===== src/common/pwo_map.svh =====
`ifndef PWO_MAP_SVH
`define PWO_MAP_SVH

// register byte offsets on the axi4-lite slave
`define PWO_OFS_CTRL 8'h00
`define PWO_OFS_PERIOD 8'h04
`define PWO_OFS_DUTY0 8'h08
`define PWO_OFS_DUTY1 8'h0c
`define PWO_OFS_DUTY2 8'h10
`define PWO_OFS_OVSEL 8'h14
`define PWO_OFS_OVSTATE 8'h18
`define PWO_OFS_DEAD 8'h1c
`define PWO_OFS_STATUS 8'h20

// control register field positions
`define PWO_CTRL_TB_EN 0
`define PWO_CTRL_MODE_LO 1
`define PWO_CTRL_OVERRIDE_SYNC_BIT 3
`define PWO_CTRL_PMOD_LO 4
`define PWO_CTRL_IRQ_EN 7
`define PWO_CTRL_PEN_LO 8

// status register field positions
`define PWO_STAT_DIR 16
`define PWO_STAT_DONE 17

// reset values
`define PWO_RST_OVSEL 6'h3f
`define PWO_RST_OVSTATE 6'h00
`define PWO_RST_PERIOD 16'h00ff
`define PWO_RST_DUTY 16'h0000
`define PWO_RST_DEAD 6'h00
`define PWO_RST_PEN_STRAP 3'h4
`define PWO_RST_STRAP 3'h7

// axi responses
`define PWO_RESP_OKAY 2'h0
`define PWO_RESP_SLVERR 2'h2

`endif


===== src/common/pwo_pkg.sv =====
package pwo_pkg;

   typedef logic [15:0] pwo_cnt_t;

   // time base modes, in field order: free edge, single pulse, up/down, up/down double
   typedef enum logic [1:0] {
      PWO_MODE_FREE_EDGE,
      PWO_MODE_SINGLE,
      PWO_MODE_CENTER,
      PWO_MODE_CENTER_DBL
   } pwo_mode_e;

   typedef struct packed {
      logic awvalid;
      logic [31:0] awaddr;
      logic wvalid;
      logic [31:0] wdata;
      logic [3:0] wstrb;
      logic bready;
      logic arvalid;
      logic [31:0] araddr;
      logic rready;
   } pwo_axi_req_s;

   typedef struct packed {
      logic awready;
      logic wready;
      logic bvalid;
      logic [1:0] bresp;
      logic arready;
      logic rvalid;
      logic [31:0] rdata;
      logic [1:0] rresp;
   } pwo_axi_rsp_s;

endpackage


===== src/pwo_core.sv =====
// Chosen here: the register addresses and the AXI4-Lite interface to the registers.
`timescale 1ns/1ps
`include "pwo_map.svh"

module pwo_core (
   input wire logic clk_sys_in,
   input wire logic rst_n_in,
   input wire pwo_pkg::pwo_axi_req_s axi_req_in,
   output pwo_pkg::pwo_axi_rsp_s axi_rsp_out,
   input wire logic high_side_polarity_in,
   input wire logic low_side_polarity_in,
   input wire logic pin_reset_select_in,
   output logic [5:0] pwm_pin_out,
   output logic [5:0] pwm_pin_oe_n_out,
   output logic period_irq_out
);
   import pwo_pkg::*;

   // straps: {pin_reset_select, low polarity, high polarity}
   logic [2:0] strap_s1_reg, strap_s2_reg, strap_s3_reg, strap_reg;
   logic [1:0] strap_cnt_reg;
   logic cfg_done_reg;
   // control fields
   logic tb_en_reg, tb_en_d_reg, override_sync_bit_reg, irq_en_reg;
   pwo_mode_e mode_reg;
   logic [2:0] pmod_reg, pen_reg;
   pwo_cnt_t period_reg, count_reg;
   pwo_cnt_t duty_reg [3];
   logic [5:0] dead_reg;
   logic dir_down_reg, done_reg;
   logic [5:0] sel_sw_reg, state_sw_reg, sel_act_reg, state_act_reg;
   logic [2:0] sp_act_reg;
   logic [5:0] act, want;
   logic [2:0] raw;
   logic [5:0] pin_reg, oe_n_reg;
   logic irq_reg;
   // axi
   logic aw_hold_reg, w_hold_reg, bvalid_reg, rvalid_reg;
   logic [31:0] aw_addr_reg, w_data_reg, rdata_reg, wmerged;
   logic [3:0] w_strb_reg;
   logic [1:0] bresp_reg, rresp_reg;
   logic wr_fire, aw_take, w_take, ar_take;
   logic sp_start, sp_end, is_center, sync_point, ov_apply;

   function automatic logic reg_sel(input logic [31:0] a, input logic [7:0] ofs);
      reg_sel = (a[31:2] == {24'h0, ofs[7:2]});
   endfunction

   function automatic logic reg_mapped(input logic [31:0] a);
      reg_mapped = (a[31:8] == 24'h0) && (a[7:2] <= 6'(`PWO_OFS_STATUS >> 2));
   endfunction

   function automatic logic [31:0] reg_word(input logic [31:0] a);
      logic [31:0] v;
      v = 32'h0;
      if (reg_sel(a, `PWO_OFS_CTRL)) begin
         v[`PWO_CTRL_TB_EN] = tb_en_reg;
         v[`PWO_CTRL_MODE_LO +: 2] = mode_reg;
         v[`PWO_CTRL_OVERRIDE_SYNC_BIT] = override_sync_bit_reg;
         v[`PWO_CTRL_PMOD_LO +: 3] = pmod_reg;
         v[`PWO_CTRL_IRQ_EN] = irq_en_reg;
         v[`PWO_CTRL_PEN_LO +: 3] = pen_reg;
      end
      if (reg_sel(a, `PWO_OFS_PERIOD)) v[15:0] = period_reg;
      if (reg_sel(a, `PWO_OFS_DUTY0)) v[15:0] = duty_reg[0];
      if (reg_sel(a, `PWO_OFS_DUTY1)) v[15:0] = duty_reg[1];
      if (reg_sel(a, `PWO_OFS_DUTY2)) v[15:0] = duty_reg[2];
      if (reg_sel(a, `PWO_OFS_OVSEL)) v[5:0] = sel_sw_reg;
      if (reg_sel(a, `PWO_OFS_OVSTATE)) v[5:0] = state_sw_reg;
      if (reg_sel(a, `PWO_OFS_DEAD)) v[5:0] = dead_reg;
      if (reg_sel(a, `PWO_OFS_STATUS)) begin
         v[15:0] = count_reg;
         v[`PWO_STAT_DIR] = dir_down_reg;
         v[`PWO_STAT_DONE] = done_reg;
      end
      reg_word = v;
   endfunction

   function automatic logic [31:0] merge(input logic [31:0] old_v, input logic [31:0] new_v,
                                         input logic [3:0] strb);
      logic [31:0] m;
      m = old_v;
      for (int b = 0; b < 4; b++) begin
         if (strb[b]) m[8*b +: 8] = new_v[8*b +: 8];
      end
      merge = m;
   endfunction

   // axi4-lite slave: address and data latch independently, write applies when both are held
   assign aw_take = axi_req_in.awvalid && !aw_hold_reg && !bvalid_reg;
   assign w_take = axi_req_in.wvalid && !w_hold_reg && !bvalid_reg;
   assign ar_take = axi_req_in.arvalid && !rvalid_reg;
   assign wr_fire = aw_hold_reg && w_hold_reg;
   always_comb begin
      wmerged = merge(reg_word(aw_addr_reg), w_data_reg, w_strb_reg);
   end

   always_ff @(posedge clk_sys_in) begin
      if (!rst_n_in) begin
         aw_hold_reg <= 1'b0;
         w_hold_reg <= 1'b0;
         bvalid_reg <= 1'b0;
         bresp_reg <= `PWO_RESP_OKAY;
         aw_addr_reg <= 32'h0;
         w_data_reg <= 32'h0;
         w_strb_reg <= 4'h0;
      end else begin
         if (aw_take) begin
            aw_hold_reg <= 1'b1;
            aw_addr_reg <= axi_req_in.awaddr;
         end
         if (w_take) begin
            w_hold_reg <= 1'b1;
            w_data_reg <= axi_req_in.wdata;
            w_strb_reg <= axi_req_in.wstrb;
         end
         if (wr_fire) begin
            aw_hold_reg <= 1'b0;
            w_hold_reg <= 1'b0;
            bvalid_reg <= 1'b1;
            bresp_reg <= reg_mapped(aw_addr_reg) ? `PWO_RESP_OKAY : `PWO_RESP_SLVERR;
         end else if (bvalid_reg && axi_req_in.bready) begin
            bvalid_reg <= 1'b0;
         end
      end
   end

   always_ff @(posedge clk_sys_in) begin
      if (!rst_n_in) begin
         rvalid_reg <= 1'b0;
         rdata_reg <= 32'h0;
         rresp_reg <= `PWO_RESP_OKAY;
      end else if (ar_take) begin
         rvalid_reg <= 1'b1;
         rdata_reg <= reg_word(axi_req_in.araddr);
         rresp_reg <= reg_mapped(axi_req_in.araddr) ? `PWO_RESP_OKAY : `PWO_RESP_SLVERR;
      end else if (rvalid_reg && axi_req_in.rready) begin
         rvalid_reg <= 1'b0;
      end
   end

   always_comb begin
      axi_rsp_out = '0;
      axi_rsp_out.awready = !aw_hold_reg && !bvalid_reg;
      axi_rsp_out.wready = !w_hold_reg && !bvalid_reg;
      axi_rsp_out.bvalid = bvalid_reg;
      axi_rsp_out.bresp = bresp_reg;
      axi_rsp_out.arready = !rvalid_reg;
      axi_rsp_out.rvalid = rvalid_reg;
      axi_rsp_out.rdata = rdata_reg;
      axi_rsp_out.rresp = rresp_reg;
   end

   // straps are fuse-like levels; sync flops are unreset so they settle while reset is held
   always_ff @(posedge clk_sys_in) begin
      strap_s1_reg <= {pin_reset_select_in, low_side_polarity_in, high_side_polarity_in};
      strap_s2_reg <= strap_s1_reg;
      strap_s3_reg <= strap_s2_reg;
   end

   always_ff @(posedge clk_sys_in) begin
      if (!rst_n_in) begin
         strap_reg <= `PWO_RST_STRAP;
      end else begin
         strap_reg <= (strap_s2_reg & ~(strap_s2_reg ^ strap_s3_reg)) |
                      (strap_reg & (strap_s2_reg ^ strap_s3_reg));
      end
   end

   // control register; pin enables are loaded from the strap a few cycles after reset
   always_ff @(posedge clk_sys_in) begin
      if (!rst_n_in) begin
         tb_en_reg <= 1'b0;
         mode_reg <= PWO_MODE_FREE_EDGE;
         override_sync_bit_reg <= 1'b0;
         pmod_reg <= 3'h0;
         irq_en_reg <= 1'b0;
         pen_reg <= 3'h0;
         strap_cnt_reg <= 2'h0;
         cfg_done_reg <= 1'b0;
      end else begin
         if (!cfg_done_reg) begin
            strap_cnt_reg <= strap_cnt_reg + 2'h1;
            if (strap_cnt_reg == 2'h3) begin
               cfg_done_reg <= 1'b1;
               pen_reg <= strap_reg[2] ? 3'h0 : `PWO_RST_PEN_STRAP;
            end
         end
         // hardware clears the enable at pulse end; a software write of 1 in that cycle wins
         if (sp_end) tb_en_reg <= 1'b0;
         if (wr_fire && reg_sel(aw_addr_reg, `PWO_OFS_CTRL)) begin
            tb_en_reg <= wmerged[`PWO_CTRL_TB_EN] | (tb_en_reg & !sp_end);
            if (!wmerged[`PWO_CTRL_TB_EN]) tb_en_reg <= 1'b0;
            mode_reg <= pwo_mode_e'(wmerged[`PWO_CTRL_MODE_LO +: 2]);
            override_sync_bit_reg <= wmerged[`PWO_CTRL_OVERRIDE_SYNC_BIT];
            pmod_reg <= wmerged[`PWO_CTRL_PMOD_LO +: 3];
            irq_en_reg <= wmerged[`PWO_CTRL_IRQ_EN];
            pen_reg <= wmerged[`PWO_CTRL_PEN_LO +: 3];
         end
      end
   end

   // period, duty and dead time change only by software writes, never by pulse end
   always_ff @(posedge clk_sys_in) begin
      if (!rst_n_in) begin
         period_reg <= `PWO_RST_PERIOD;
         duty_reg[0] <= `PWO_RST_DUTY;
         duty_reg[1] <= `PWO_RST_DUTY;
         duty_reg[2] <= `PWO_RST_DUTY;
         dead_reg <= `PWO_RST_DEAD;
      end else if (wr_fire) begin
         if (reg_sel(aw_addr_reg, `PWO_OFS_PERIOD)) period_reg <= wmerged[15:0];
         if (reg_sel(aw_addr_reg, `PWO_OFS_DUTY0)) duty_reg[0] <= wmerged[15:0];
         if (reg_sel(aw_addr_reg, `PWO_OFS_DUTY1)) duty_reg[1] <= wmerged[15:0];
         if (reg_sel(aw_addr_reg, `PWO_OFS_DUTY2)) duty_reg[2] <= wmerged[15:0];
         if (reg_sel(aw_addr_reg, `PWO_OFS_DEAD)) dead_reg <= wmerged[5:0];
      end
   end

   // time base; counts one step per clock, no prescaler here
   assign is_center = (mode_reg == PWO_MODE_CENTER) || (mode_reg == PWO_MODE_CENTER_DBL);
   assign sp_start = tb_en_reg && !tb_en_d_reg && (mode_reg == PWO_MODE_SINGLE);
   assign sp_end = tb_en_reg && (mode_reg == PWO_MODE_SINGLE) && (count_reg >= period_reg);

   always_ff @(posedge clk_sys_in) begin
      if (!rst_n_in) begin
         count_reg <= 16'h0;
         dir_down_reg <= 1'b0;
         tb_en_d_reg <= 1'b0;
      end else begin
         tb_en_d_reg <= tb_en_reg;
         if (tb_en_reg) begin
            if (is_center) begin
               if (!dir_down_reg) begin
                  if (count_reg >= period_reg) begin
                     dir_down_reg <= 1'b1;
                     if (count_reg != 16'h0) count_reg <= count_reg - 16'h1;
                  end else begin
                     count_reg <= count_reg + 16'h1;
                  end
               end else if (count_reg == 16'h0) begin
                  dir_down_reg <= 1'b0;
               end else begin
                  count_reg <= count_reg - 16'h1;
               end
            end else begin
               dir_down_reg <= 1'b0;
               count_reg <= (count_reg >= period_reg) ? 16'h0 : count_reg + 16'h1;
            end
         end
      end
   end

   // single-pulse state per pair; start beats the duty match in the same cycle
   always_ff @(posedge clk_sys_in) begin
      if (!rst_n_in) begin
         sp_act_reg <= 3'h0;
      end else if (mode_reg != PWO_MODE_SINGLE || sp_end) begin
         sp_act_reg <= 3'h0;
      end else if (sp_start) begin
         sp_act_reg <= 3'h7;
      end else if (tb_en_reg) begin
         for (int p = 0; p < 3; p++) begin
            if (count_reg == duty_reg[p]) sp_act_reg[p] <= 1'b0;
         end
      end
   end

   // pulse-end event: sticky flag, write 1 to clear, a new end wins over the clear
   always_ff @(posedge clk_sys_in) begin
      if (!rst_n_in) begin
         done_reg <= 1'b0;
         irq_reg <= 1'b0;
      end else begin
         irq_reg <= sp_end && irq_en_reg;
         if (sp_end) begin
            done_reg <= 1'b1;
         end else if (wr_fire && reg_sel(aw_addr_reg, `PWO_OFS_STATUS) && wmerged[`PWO_STAT_DONE]) begin
            done_reg <= 1'b0;
         end
      end
   end

   // override registers: software copies and the copies that steer the pins
   assign sync_point = tb_en_reg && ((count_reg == 16'h0) || (is_center && count_reg == period_reg));
   assign ov_apply = !override_sync_bit_reg || sync_point;

   always_ff @(posedge clk_sys_in) begin
      if (!rst_n_in) begin
         sel_sw_reg <= `PWO_RST_OVSEL;
         state_sw_reg <= `PWO_RST_OVSTATE;
      end else if (wr_fire) begin
         if (reg_sel(aw_addr_reg, `PWO_OFS_OVSEL)) sel_sw_reg <= wmerged[5:0];
         if (reg_sel(aw_addr_reg, `PWO_OFS_OVSTATE)) state_sw_reg <= wmerged[5:0];
      end
   end

   always_ff @(posedge clk_sys_in) begin
      if (!rst_n_in) begin
         sel_act_reg <= `PWO_RST_OVSEL;
         state_act_reg <= `PWO_RST_OVSTATE;
      end else if (ov_apply) begin
         sel_act_reg <= sel_sw_reg;
         state_act_reg <= state_sw_reg;
      end
   end

   genvar g;
   generate
      for (g = 0; g < 3; g++) begin : g_pair
         logic cmd_reg;
         logic [5:0] dt_cnt_reg;
         logic cmd_next;

         // one duty generator per pair feeds both of its pins
         assign raw[g] = tb_en_reg && ((mode_reg == PWO_MODE_SINGLE) ? sp_act_reg[g]
                                       : (count_reg < duty_reg[g]));
         assign want[2*g+1] = sel_act_reg[2*g+1] ? raw[g] : state_act_reg[2*g+1];
         assign want[2*g] = sel_act_reg[2*g] ? raw[g] : state_act_reg[2*g];
         assign cmd_next = want[2*g+1];

         // dead time counts in system clocks and runs whether or not the odd pin is overridden
         always_ff @(posedge clk_sys_in) begin
            if (!rst_n_in) begin
               cmd_reg <= 1'b0;
               dt_cnt_reg <= 6'h0;
            end else if (cmd_next != cmd_reg) begin
               cmd_reg <= cmd_next;
               dt_cnt_reg <= dead_reg;
            end else if (dt_cnt_reg != 6'h0) begin
               dt_cnt_reg <= dt_cnt_reg - 6'h1;
            end
         end

         // complementary: even pin ignores its own state bit and follows the odd command
         assign act[2*g+1] = pmod_reg[g] ? want[2*g+1] : (cmd_reg && dt_cnt_reg == 6'h0);
         assign act[2*g] = pmod_reg[g] ? want[2*g] : (!cmd_reg && dt_cnt_reg == 6'h0);

         always_ff @(posedge clk_sys_in) begin
            if (!rst_n_in) begin
               pin_reg[2*g+1 -: 2] <= 2'h0;
               oe_n_reg[2*g+1 -: 2] <= 2'h3;
            end else begin
               pin_reg[2*g+1] <= act[2*g+1] ~^ strap_reg[0];
               pin_reg[2*g] <= act[2*g] ~^ strap_reg[1];
               oe_n_reg[2*g+1 -: 2] <= {2{!pen_reg[g]}};
            end
         end

         a_comp_exclusive: assert property (@(posedge clk_sys_in) disable iff (!rst_n_in)
            !pmod_reg[g] |-> !(act[2*g+1] && act[2*g]))
            else $error("complementary pair drives both pins active");

         a_dead_gap: assert property (@(posedge clk_sys_in) disable iff (!rst_n_in)
            (!pmod_reg[g] && cmd_next != cmd_reg && dead_reg != 6'h0) |=> (!act[2*g+1] && !act[2*g]))
            else $error("no dead time after complementary edge");

         a_pair_shared: assert property (@(posedge clk_sys_in) disable iff (!rst_n_in)
            (pmod_reg[g] && sel_act_reg[2*g+1] && sel_act_reg[2*g]) |-> (act[2*g+1] == act[2*g]))
            else $error("independent pair pins differ under one duty generator");
      end
   endgenerate

   assign pwm_pin_out = pin_reg;
   assign pwm_pin_oe_n_out = oe_n_reg;
   assign period_irq_out = irq_reg;

   a_override_forced: assert property (@(posedge clk_sys_in) disable iff (!rst_n_in)
      (pmod_reg[0] && !sel_act_reg[1]) |-> (act[1] == state_act_reg[1]))
      else $error("overridden pin does not follow its state bit");

   a_sp_start: assert property (@(posedge clk_sys_in) disable iff (!rst_n_in)
      (sp_start && !sp_end) |=> (sp_act_reg == 3'h7))
      else $error("single pulse did not start active");

   a_sp_duty: assert property (@(posedge clk_sys_in) disable iff (!rst_n_in)
      (mode_reg == PWO_MODE_SINGLE && tb_en_reg && !sp_start && count_reg == duty_reg[0]) |=> !sp_act_reg[0])
      else $error("single pulse did not end at duty match");

   a_sp_end: assert property (@(posedge clk_sys_in) disable iff (!rst_n_in)
      (sp_end && !wr_fire) |=> (!tb_en_reg && count_reg == 16'h0 && sp_act_reg == 3'h0 && done_reg))
      else $error("single pulse end did not clear count, pins and enable");

   a_sp_hold: assert property (@(posedge clk_sys_in) disable iff (!rst_n_in)
      (sp_end && !wr_fire) |=> (period_reg == $past(period_reg) && duty_reg[0] == $past(duty_reg[0])))
      else $error("period or duty changed at pulse end");

   a_sync_wait: assert property (@(posedge clk_sys_in) disable iff (!rst_n_in)
      (override_sync_bit_reg && !sync_point) |=> (sel_act_reg == $past(sel_act_reg)))
      else $error("override applied outside a sync point");

   a_edge_sync: assert property (@(posedge clk_sys_in) disable iff (!rst_n_in)
      (override_sync_bit_reg && !is_center && tb_en_reg && count_reg == 16'h0) |=> (state_act_reg == $past(state_sw_reg)))
      else $error("override not applied at count zero");

   a_center_sync: assert property (@(posedge clk_sys_in) disable iff (!rst_n_in)
      (override_sync_bit_reg && is_center && tb_en_reg && count_reg == period_reg) |=> (sel_act_reg == $past(sel_sw_reg)))
      else $error("override not applied at period match");

   a_nosync_apply: assert property (@(posedge clk_sys_in) disable iff (!rst_n_in)
      !override_sync_bit_reg |=> (sel_act_reg == $past(sel_sw_reg) && state_act_reg == $past(state_sw_reg)))
      else $error("override write not applied next cycle");

   a_reset_values: assert property (@(posedge clk_sys_in)
      $rose(rst_n_in) |-> (sel_sw_reg == 6'h3f && state_sw_reg == 6'h00 && sel_act_reg == 6'h3f))
      else $error("override registers wrong after reset");

   a_polarity_out: assert property (@(posedge clk_sys_in) disable iff (!rst_n_in)
      1'b1 |=> (pwm_pin_out[1] == ($past(act[1]) ~^ $past(strap_reg[0]))))
      else $error("high side pin polarity wrong");

   a_strap_enable: assert property (@(posedge clk_sys_in) disable iff (!rst_n_in)
      (!cfg_done_reg && strap_cnt_reg == 2'h3 && !wr_fire) |=> (pen_reg == ($past(strap_reg[2]) ? 3'h0 : 3'h4)))
      else $error("pin enables not loaded from strap");

endmodule // pwo_core


===== config.mk =====
export PLATFORM = sky130hd
export DESIGN_NAME = pwo_core
export DESIGN_NICKNAME = d
export VERILOG_FILES = /design/src/common/pwo_pkg.sv /design/src/pwo_core.sv
export VERILOG_INCLUDE_DIRS = /design/src /design/src/common
export SDC_FILE = /design/constraint.sdc
export NUM_CORES = 1
export LEC_CHECK = 0
export ABC_AREA = 1
export BUFFER_PORTS_ARGS = -buffer_cell sky130_fd_sc_hd__buf_4
export CAP_MARGIN = 25
export CORE_ASPECT_RATIO = 0.7
export CORE_MARGIN = 1.5
export CORE_UTILIZATION = 41
export DETAILED_ROUTE_END_ITERATION = 10
export MAX_ROUTING_LAYER = met4
export PLACE_DENSITY = 0.68
export SLEW_MARGIN = 15
export SYNTH_ARGS = -nofsm -noshare
export SYNTH_HDL_FRONTEND = slang
export SYNTH_SLANG_ARGS = --single-unit

===== constraint.sdc =====
create_clock -name clk_sys_in -period 6.6 [get_ports clk_sys_in]
set_input_delay 0 -clock clk_sys_in [delete_from_list [all_inputs] [get_ports clk_sys_in]]
set_output_delay 0 -clock clk_sys_in [all_outputs]
set_load 0.005 [all_outputs]

# == Yosys cells after proc, flatten, opt, wreduce, memory -nomap -nowiden ==
# Memory sizes are Yosys's and may differ from the RTL's.
# Index checks and enable logic that the tools add are counted.
# classes
addsub,6
n_mul,0
div,0
order_cmp,6
n_eq_ne,31
shift,0
muxes,90
bitwise,17
reduce_logical,83
# op_table
op,n
$mux 16,17
$eq 30x3->1 const B,8
$eq 30x2->1 const B,4
$mux 6,12
$eq 16x16->1,4
$eq 30x1->1 const B,2
$eq 30x4->1 const B,2
$logic_not 30->1,2
$logic_not 24->1,2
$lt 16x16->1,3
$mux 1,46
$mux 18,2
$logic_and 1x1->1,31
$reduce_bool 2->1,12
$mux 11,2
$logic_not 6->1,3
$mux 3,6
$reduce_bool 6->1,3
$sub 6x1->6 const B,3
$add 16x1->16 const B,1
$ge 16x16->1,1
$logic_not 16->1,1
$mux 8,2
$reduce_and 2->1,8
other kinds (23),56
# word_totals
ff_bits,204
latchBits,0
ramBits,48
mem_bits_ro,0
inputBits,110
output_inout_bits,54
elab_cells,282
mem_count,1
# memory_table
name,depth,width,rd,rd_ports_with_merged_regs,write_ports,line_no,source
duty_reg,3,16,3,0,3,pwo_core.sv:28,pwo_cnt_t duty_reg [3];

# == Logic depth before layout (Yosys ltp) ==
# Gate-level depths: netlist of the first run.
# logic_depth
ltp_word,14
ltp_mapped,17
mapped_depth_nobuf,17

# == Worst setup path after synthesis of the first run ==
# Ideal clock, no wire load.
# synth_timing
path_type,register to register
start,reg aw_addr_reg[12]
end,mem duty_reg[0][32] in the netlist's numbering (enable)
setup_time_ns,0.411
arrival_time_ns,2.360
required_time_ns,6.189
path_slack_ns,3.829
path_stages_with_launch,11
path_buffers,0
synth_period_minus_slack_ns,2.771
path_cell_list,dfxtp_1 > nor2_1 > and2_2 > nand2_4 > nor2_4 > nand2_4 > nor2_8 > inv_4 > nor2_8 > inv_2 > o21ai_0
# synth_rtl
item,line_no,source
start: declaration,pwo_core.sv:39,"logic [31:0] aw_addr_reg, w_data_reg, rdata_reg, wmerged;"
start signal: assignment,pwo_core.sv:110,aw_addr_reg <= axi_req_in.awaddr;
end: declaration,pwo_core.sv:28,

# == Worst setup path after layout of the first run ==
# layout_timing
start,reg count_reg[3]
end,reg count_reg[11]
# layout_via
elab_chain_cells,5
word_cells_on_any_way,14
classes_between,add/sub (2); order compare (1); eq/ne (2); mux (6); reduce/logical (3)
# layout_lines
item,line_no,source
start: declaration,pwo_core.sv:27,"pwo_cnt_t period_reg, count_reg;"
start signal: assignment,pwo_core.sv:237,if (count_reg != 16'h0) count_reg <= count_reg - 16'h1;
start signal: assignment,pwo_core.sv:239,count_reg <= count_reg + 16'h1;
start signal: assignment,pwo_core.sv:244,count_reg <= count_reg - 16'h1;
$sub 16x1->16,"pwo_core.sv:237, pwo_core.sv:244",
$mux 16,pwo_core.sv:237,
$mux 16,pwo_core.sv:235,if (count_reg >= period_reg) begin
$mux 16,pwo_core.sv:234,if (!dir_down_reg) begin
$mux 16,pwo_core.sv:233,if (is_center) begin
# Parallel ways exist; a longest one is shown, timed or not. The select of a mux whose other input is x is not followed.
# A chain may end at the register's enable or synchronous reset.

==> results of run 1 <==
cells in the final DEF (no fill, tap or decap), types with 30 or more instances in the layout:
cell and count:
a21oi_1 165, nand4_1 30, nand2_1 453, dfxtp_1 199, nor2_1 283, ha_1 71, dlygate4sd3_1 109, o21ai_0 121
edfxtp_1 48, inv_1 207, nand3_1 183, buf_4 137
power groups by stage:
| stage | Clock (W) | Sequential (W) | Combinational (W) |
|---|---|---|---|
| after floorplan | 0 | 0.00173 | 0.000497 |
| after global placement | 0 | 0.00175 | 0.000634 |
| after detailed placement | 0 | 0.00175 | 0.000656 |
| after CTS | 0.00157 | 0.00172 | 0.000718 |
| after global routing | 0.00162 | 0.00173 | 0.000835 |
| final | 0.00155 | 0.00172 | 0.000730 |
layout make-up:
cell class              instances  area [um^2]
flip-flops and latches        247         5425
repair buffers                247         2135
fillers                      3238        16330
multi-input cells            1463         7313
inverters                     222        835.8
clock inverters                15        170.2
well taps                     435        544.3
clock buffers                  33        739.5
routing by layer:
layer  global-route usage, %  vias up  wire [um]
met4                   5.663        0        816
met2                   39.45      660      19410
met1                   37.93     6618      21750
li1                        -     6952          -
met3                   6.851       66       5439
met5                       -        -          0
metrics by stage:
| step | instances | hold slack, ns | worst slack [ns] | utilization (%) | total power (W) |
|---|---|---|---|---|---|
| finish | 2662 | 0.03481 | 3.336 | 51.24 | 0.004001 |
| detailed placement | 2502 | 0.1058 | 3.284 | 45.18 | 0.002409 |
| floorplan | 2018 | 0.02772 | 3.829 | - | 0.002226 |
| global placement | 2502 | 0.1074 | 3.306 | 45.18 | 0.002382 |
| CTS | 2659 | 0.0008702 | 3.266 | 51.15 | 0.004007 |
| global route | 2662 | 0.08034 | 3.101 | 51.24 | 0.004194 |
worst paths after layout:
kind                                         to             from  slack (ns)
worst max register to register    count_reg[11]     count_reg[3]        3.34
worst min register to register  strap_s2_reg[1]  strap_s1_reg[1]        0.33
worst min-delay path            aw_addr_reg[17]  axi_req_in[104]        0.03
worst max-delay path              count_reg[11]     count_reg[3]        3.34
cell families after synthesis:
family | count (synthesis)
compound gates | 338
xor+xnor | 26
buf+inv | 308
other cells | 1
flops | 247
fa+ha+maj | 71
simple gates | 1012
worst min-delay path, cell delays in order:
cell and delay, ns:
buf_4 0.08, nand2_1 0.05, buf_4 0.26, a21oi_1 0.18
==> flow_summary.ini, run 1 <==
[finish]
flip_flop_count_of_the_largest_register_after_layout = 48
finish.instance_area_um2 = 17160
area.growth.synth_to_final_pct = 23.07
count_of_inserted_antenna_diode_cells = 0
final_layout_size_suffix_gt1_share_pct = 10.51
final_nets = 2388

[power_and_ir_drop]
netSwitchingFraction_pct = 28.64
power_leakage_nw = 7.723
power.net_switching_w = 0.001146
clockPowerShare_pct = 38.7
sequential_fraction_of_design_power_pct = 43.0
powerDensity_nw_per_um2 = 233.1
intPower_w = 0.002855
power.ir.vdd_worst_uv = 208.1
pwr-share-comb_pct = 18.2

[sta]
max_clock_freq_ghz = 0.3064
crit_path_time_final_ns = 3.264
worstMarginPinSlew_ns = 1.049
finalSetupViolCount = 0
hold_viol_final = 0
unrepaired_setup_endpoints_after_global_routing = no
setup_tns_ns = 0
fin_skew_ns = 0.03589
timing.final.crit_share_pct = 49.45
tightest_slew_margin_relative_to_the_limit_pct = 30.04
maxSlewViolCount = 0

[synthesis]
synthArstFlopShare_pct = 0
synthesis.instances = 2003
ys_ff_latch = 247
yosys.area_share.adder_pct = 6.370
synth_top_family_by_area = simple AND/OR/NAND/NOR gates
most_instantiated_library_cell_after_synthesis = nand2_1
synth_top_cells_by_area = dfxtp_1 29%, nand2_1 12%, edfxtp_1 10%, nor2_1 7.6%, nand3_1 6.6%
ys.flop_type = dfxtp_1
yosys_warnings = 0
synthSimpleGateAreaFrac_pct = 30.90
post_synth_instance_area_um2 = 13950
synth_area_per_cell_um2 = 6.962
synth.largest_area_cell = dfxtp_1
compound_gate_portion_of_the_synthesized_area_pct = 12.96
yosysUniqueCellTypes = 50
post_synth_xor_xnor_area_pct = 1.633
synth-seq-area-share_pct = 38.90
number_of_synthesized_flops_with_an_enable_pin = 48
synth_common_cells = 453 x nand2_1, 283 x nor2_1, 208 x inv_1
muxShareOfSynthArea_pct = 0
post-synth-top-area-fraction_pct = 28.57

[route]
ant_nets = 0
firstDrtPassIters = 5
finalWirelength_um = 47410
average_routed_wire_per_standard_cell_um = 17.81
vias_per_cell = 5.370
detail_route.drc_violations = 0
drt_iter0_markers = 1449
route.vias.total = 14300

[place]
dpl_cell_area_um2 = 15130
gpl.final_weighted_congestion = 0.9766
hpwl_um = 34170
portBuffers = 127

[clock_network]
htreeDepth = 1
cts_tree = yes
clock_tree.root_cell = clkbuf_16
gates_resized_cts_repair = 0
cts-buffers-inserted = 26
ctsHoldBuffers = 109
cts_max_path_buffers = 3
cts_setup_buffers = 0
cts_sinks = 247
clkLatencyLatePin_ns = 0.59
worst_setup_hold_path_clk_slew_ns = 0.06

[outcome]
run_status = finished, final reports clean

[hold_path]
hp-class = primary input to flip-flop
hold_path_depth = 4

[run]
max_cap_violations = 0

[setup_path]
crit_arrival_ns = 3.75
worst_setup_path_end_kind = flip-flop
critPathLaunchType = flip-flop
critical_path_depth = 12
path_cells = ha_1, nand2_1, inv_1, nand4_1, o21ai_0, a21oi_1, nand2_1, nor2_1, inv_1, nor2_1, o21ai_0, a21oi_1
timing.reg2reg.worst_path_depth = 12
crit_path_top_delay_cell = dfxtp_1
cpPeakStageDelay_ns = 0.76
timing.critical_path.required_ns = 7.09
worst-setup-path-type = flip-flop to flip-flop
count_of_buffer_and_inverter_cells_on_the_critical_path = 2
crit_path_max_fanout = 12
critPathTopFamily = simple AND/OR/NAND/NOR gates

[floorplanning]
dieWidth_um = 223.4
design.portCount = 164
fp-row-count = 56
fp.coreArea_um2 = 33490
die_h_um = 157.3
full_die_area_um2 = 35150
initial_utilization_pct = 41.64

[global_routing]
gr_overflow_total = 0
antenna_violations_before_repair = 0
maximum_number_of_pins_on_one_net_before_global_route_repair = 79
first_global_vias = 12960
global_route_wire_length_before_repair_um = 71670
grt.total_usage_pct = 27.15
Note: power is estimated with default switching activity, not from simulation.
==> run 2: changes to the inputs <==
--- a/config.mk
+++ b/config.mk
@@ -6,7 +6,7 @@
 export SDC_FILE = /design/constraint.sdc
 export NUM_CORES = 1
 export LEC_CHECK = 0
-export ABC_AREA = 1
+export ABC_AREA = 0
 export BUFFER_PORTS_ARGS = -buffer_cell sky130_fd_sc_hd__buf_4
 export CAP_MARGIN = 25
 export CORE_ASPECT_RATIO = 0.7
@@ -14,7 +14,7 @@
 export CORE_UTILIZATION = 41
 export DETAILED_ROUTE_END_ITERATION = 10
 export MAX_ROUTING_LAYER = met4
-export PLACE_DENSITY = 0.68
+export PLACE_DENSITY = 0.71
 export SLEW_MARGIN = 15
 export SYNTH_ARGS = -nofsm -noshare
 export SYNTH_HDL_FRONTEND = slang
==> constraint.sdc (replaced) <==
create_clock -name clk_sys_in -period 2.8 [get_ports clk_sys_in]
set_input_delay 0 -clock clk_sys_in [delete_from_list [all_inputs] [get_ports clk_sys_in]]
set_output_delay 0 -clock clk_sys_in [all_outputs]
set_load 0.005 [all_outputs]
==> flow_summary.ini, run 2 <==
[power_and_ir_drop]
p_total_w = 0.009599
power.net_switching_w = 0.002778
clockPowerShare_pct = 38.0
netSwitchingFraction_pct = 28.94
powerDensity_nw_per_um2 = 546.3
pwr-share-comb_pct = 19.6
sequential_fraction_of_design_power_pct = 42.4
intPower_w = 0.006820
power.ir.vdd_worst_uv = 408.2
power_leakage_nw = 7.237

[finish]
final_layout_size_suffix_gt1_share_pct = 19.83
count_of_inserted_antenna_diode_cells = 0
flip_flop_count_of_the_largest_register_after_layout = 48
final_cell_mix = 251 x buf_4, 233 x nand2_1, 195 x dfxtp_1
area.growth.synth_to_final_pct = 25.16
commonest_non_fill_non_tap_cell_in_the_layout = buf_4
final_nets = 2048

[setup_path]
crit_arrival_ns = 3.28
cpPeakStageDelay_ns = 0.85
crit_path_max_fanout = 14
path_cells = nor2b_1, a22oi_1, a41oi_1, buf_4, nor2_1, o31a_1, mux2_2, nand2_1
timing.reg2reg.worst_path_depth = 8
r2r_slack_ns = 0.03
worst-setup-path-type = flip-flop to flip-flop
timing.critical_path.required_ns = 3.31
crit_path_top_delay_cell = dfxtp_1
crit_end = period_reg[1]
worst_setup_path_end_kind = flip-flop
setup.worst_path.start = aw_addr_reg[2]
critPathLaunchType = flip-flop
worst_r2r_start = aw_addr_reg[2]
worstReg2RegEnd = period_reg[1]

[route]
detail_route.drc_violations = 0
vias_per_cell = 5.927
route.vias.total = 13760
finalWirelength_um = 49320
drt_iter0_markers = 1735
ant_nets = 0
average_routed_wire_per_standard_cell_um = 21.25
firstDrtPassIters = 6

[synthesis]
synthesis.instances = 1639
yosysUniqueCellTypes = 92
synth_area_per_cell_um2 = 8.564
post-synth-top-area-fraction_pct = 28.38
synth-seq-area-share_pct = 38.65
post_synth_instance_area_um2 = 14040
synth_common_cells = 233 x nand2_1, 199 x dfxtp_1, 128 x a21oi_1
number_of_synthesized_flops_with_an_enable_pin = 48
synth.largest_area_cell = dfxtp_1
most_instantiated_library_cell_after_synthesis = nand2_1
synth_top_cells_by_area = dfxtp_1 28%, edfxtp_1 10%, ha_1 6.3%, nand2_1 6.2%, a21oi_1 4.6%
yosys_warnings = 0
ys.flop_type = dfxtp_1
synthArstFlopShare_pct = 0
ys_ff_latch = 247

[outcome]
run_status = finished, final reports clean

[place]
portBuffers = 127
hpwl_um = 36180
gpl.final_weighted_congestion = 0.9836

[sta]
setup_tns_ns = 0
tightest_slew_margin_relative_to_the_limit_pct = 38.58
hold_viol_final = 0
finalSetupViolCount = 0
timing.final.crit_share_pct = 99.05
worstMarginPinSlew_ns = 0.9190
crit_path_time_final_ns = 2.774
unrepaired_setup_endpoints_after_global_routing = no
max_clock_freq_ghz = 0.3606
maxSlewViolCount = 0
fin_skew_ns = 0.01802

[floorplanning]
full_die_area_um2 = 35370
initial_utilization_pct = 41.74
fp-row-count = 56
design.portCount = 164
dieWidth_um = 224.2
die_h_um = 157.8
fp.coreArea_um2 = 33630

[clock_network]
htreeDepth = 1
worst_setup_hold_path_clk_slew_ns = 0.06
cts_tree = yes
cts-buffers-inserted = 27
cts_max_path_buffers = 3
cts_sinks = 247
clock_tree.root_cell = clkbuf_16
clkLatencyLatePin_ns = 0.57

[run]
max_cap_violations = 0

[global_routing]
first_global_vias = 13100
maximum_number_of_pins_on_one_net_before_global_route_repair = 84
global_route_wire_length_before_repair_um = 74850
antenna_violations_before_repair = 0
grt.total_usage_pct = 28.15
gr_overflow_total = 0

[hold_path]
hp-class = primary input to flip-flop
-- run 2: changes by cell type after synthesis, moves of 17 or more --
cell,before,now
nand2_1,453,233
nor2_1,283,106
nand3_1,183,53
inv_1,208,92
mux2i_1,0,45
o21ai_0,124,83
a21oi_1,165,128
a211oi_1,1,30
clkbuf_1,37,65
a31oi_1,1,21
o22ai_1,25,6
nor4_1,5,23
a221oi_1,0,17
-- run 2: timing repair --
item / CTS / global route
hold buffers: 58 / 0
resized for setup: 0 / 15
hold endpoints to repair: 76 / 0
setup buffers: 0 / 1
endpoints found under the setup margin: 0 / 27
-- run 2: critical path: cells and delay by family (launching register included) --
kind | cells | cell delay [ns]
AOI/OAI and AO/OA | 3 | 0.80
and+or+nand+nor | 3 | 0.54
muxes | 1 | 0.34
buffers and inverters | 1 | 0.17
DFF | 1 | 0.85
-- run 2: logic make-up after synthesis --
logic type | after synthesis | share of synthesized area (%)
muxes | 66 | 5.696
and+or+nand+nor | 572 | 20.01
xor gates and xnor gates | 18 | 1.310
adders and majority gates | 71 | 6.329
other | 1 | 0.02671
buffers and inverters | 228 | 7.238
AOI/OAI and AO/OA | 436 | 20.74
DFF | 247 | 38.65
-- run 2: power groups by stage --
stage	clock network (W)	registers [W]	logic, W
finish	0.00365	0.00407	0.00188
global placement	0	0.00413	0.00171
floorplan	0	0.00407	0.00123
CTS	0.00368	0.00406	0.00185
detailed placement	0	0.00414	0.00176
global route	0.00384	0.00410	0.00210
-- run 2: how the worst min path moves through the flow --
stage / start / to / cells past startpoint
final: axi_req_in[33] / rdata_reg[17] / 4
after detailed placement: high_side_polarity_in / strap_s1_reg[0] / 1
after CTS: axi_req_in[5] / rdata_reg[4] / 4
after floorplan: high_side_polarity_in / strap_s1_reg[0] / 0
after global placement: low_side_polarity_in / strap_s1_reg[1] / 1
after global routing: axi_req_in[5] / rdata_reg[4] / 4
-- run 2: area by class of cell --
class,instances,area (um^2)
Timing Repair Buffer,317,2625
Sequential cell,247,5430
Tap cell,435,544.3
Inverter,95,357.8
Fill cell,3144,16060
Clock buffer,36,769.5
Multi-Input combinational cell,1179,7712
Clock inverter,12,130.1
-- run 2: layer usage --
layer,share of wire [%],global-route usage [%],wire length [um]
met2,40,39.03,19680
met5,0,-,0
met1,44,38.95,21610
met3,13,9.261,6595
met4,2.9,7.272,1442
-- run 2: per-stage QoR --
step	util, %	hold WS, ns	instances	cell area [um^2]	setup slack [ns]
floorplan	-	0.02772	1654	14090	0.1350
global placement	47.62	0.1063	2213	16020	0.1019
detailed placement	47.62	0.1086	2213	16020	0.03914
CTS	52.02	0.002017	2319	17500	0.01771
global route	52.24	0.06563	2321	17570	0.005345
finish	52.24	0.03282	2321	17570	0.02647
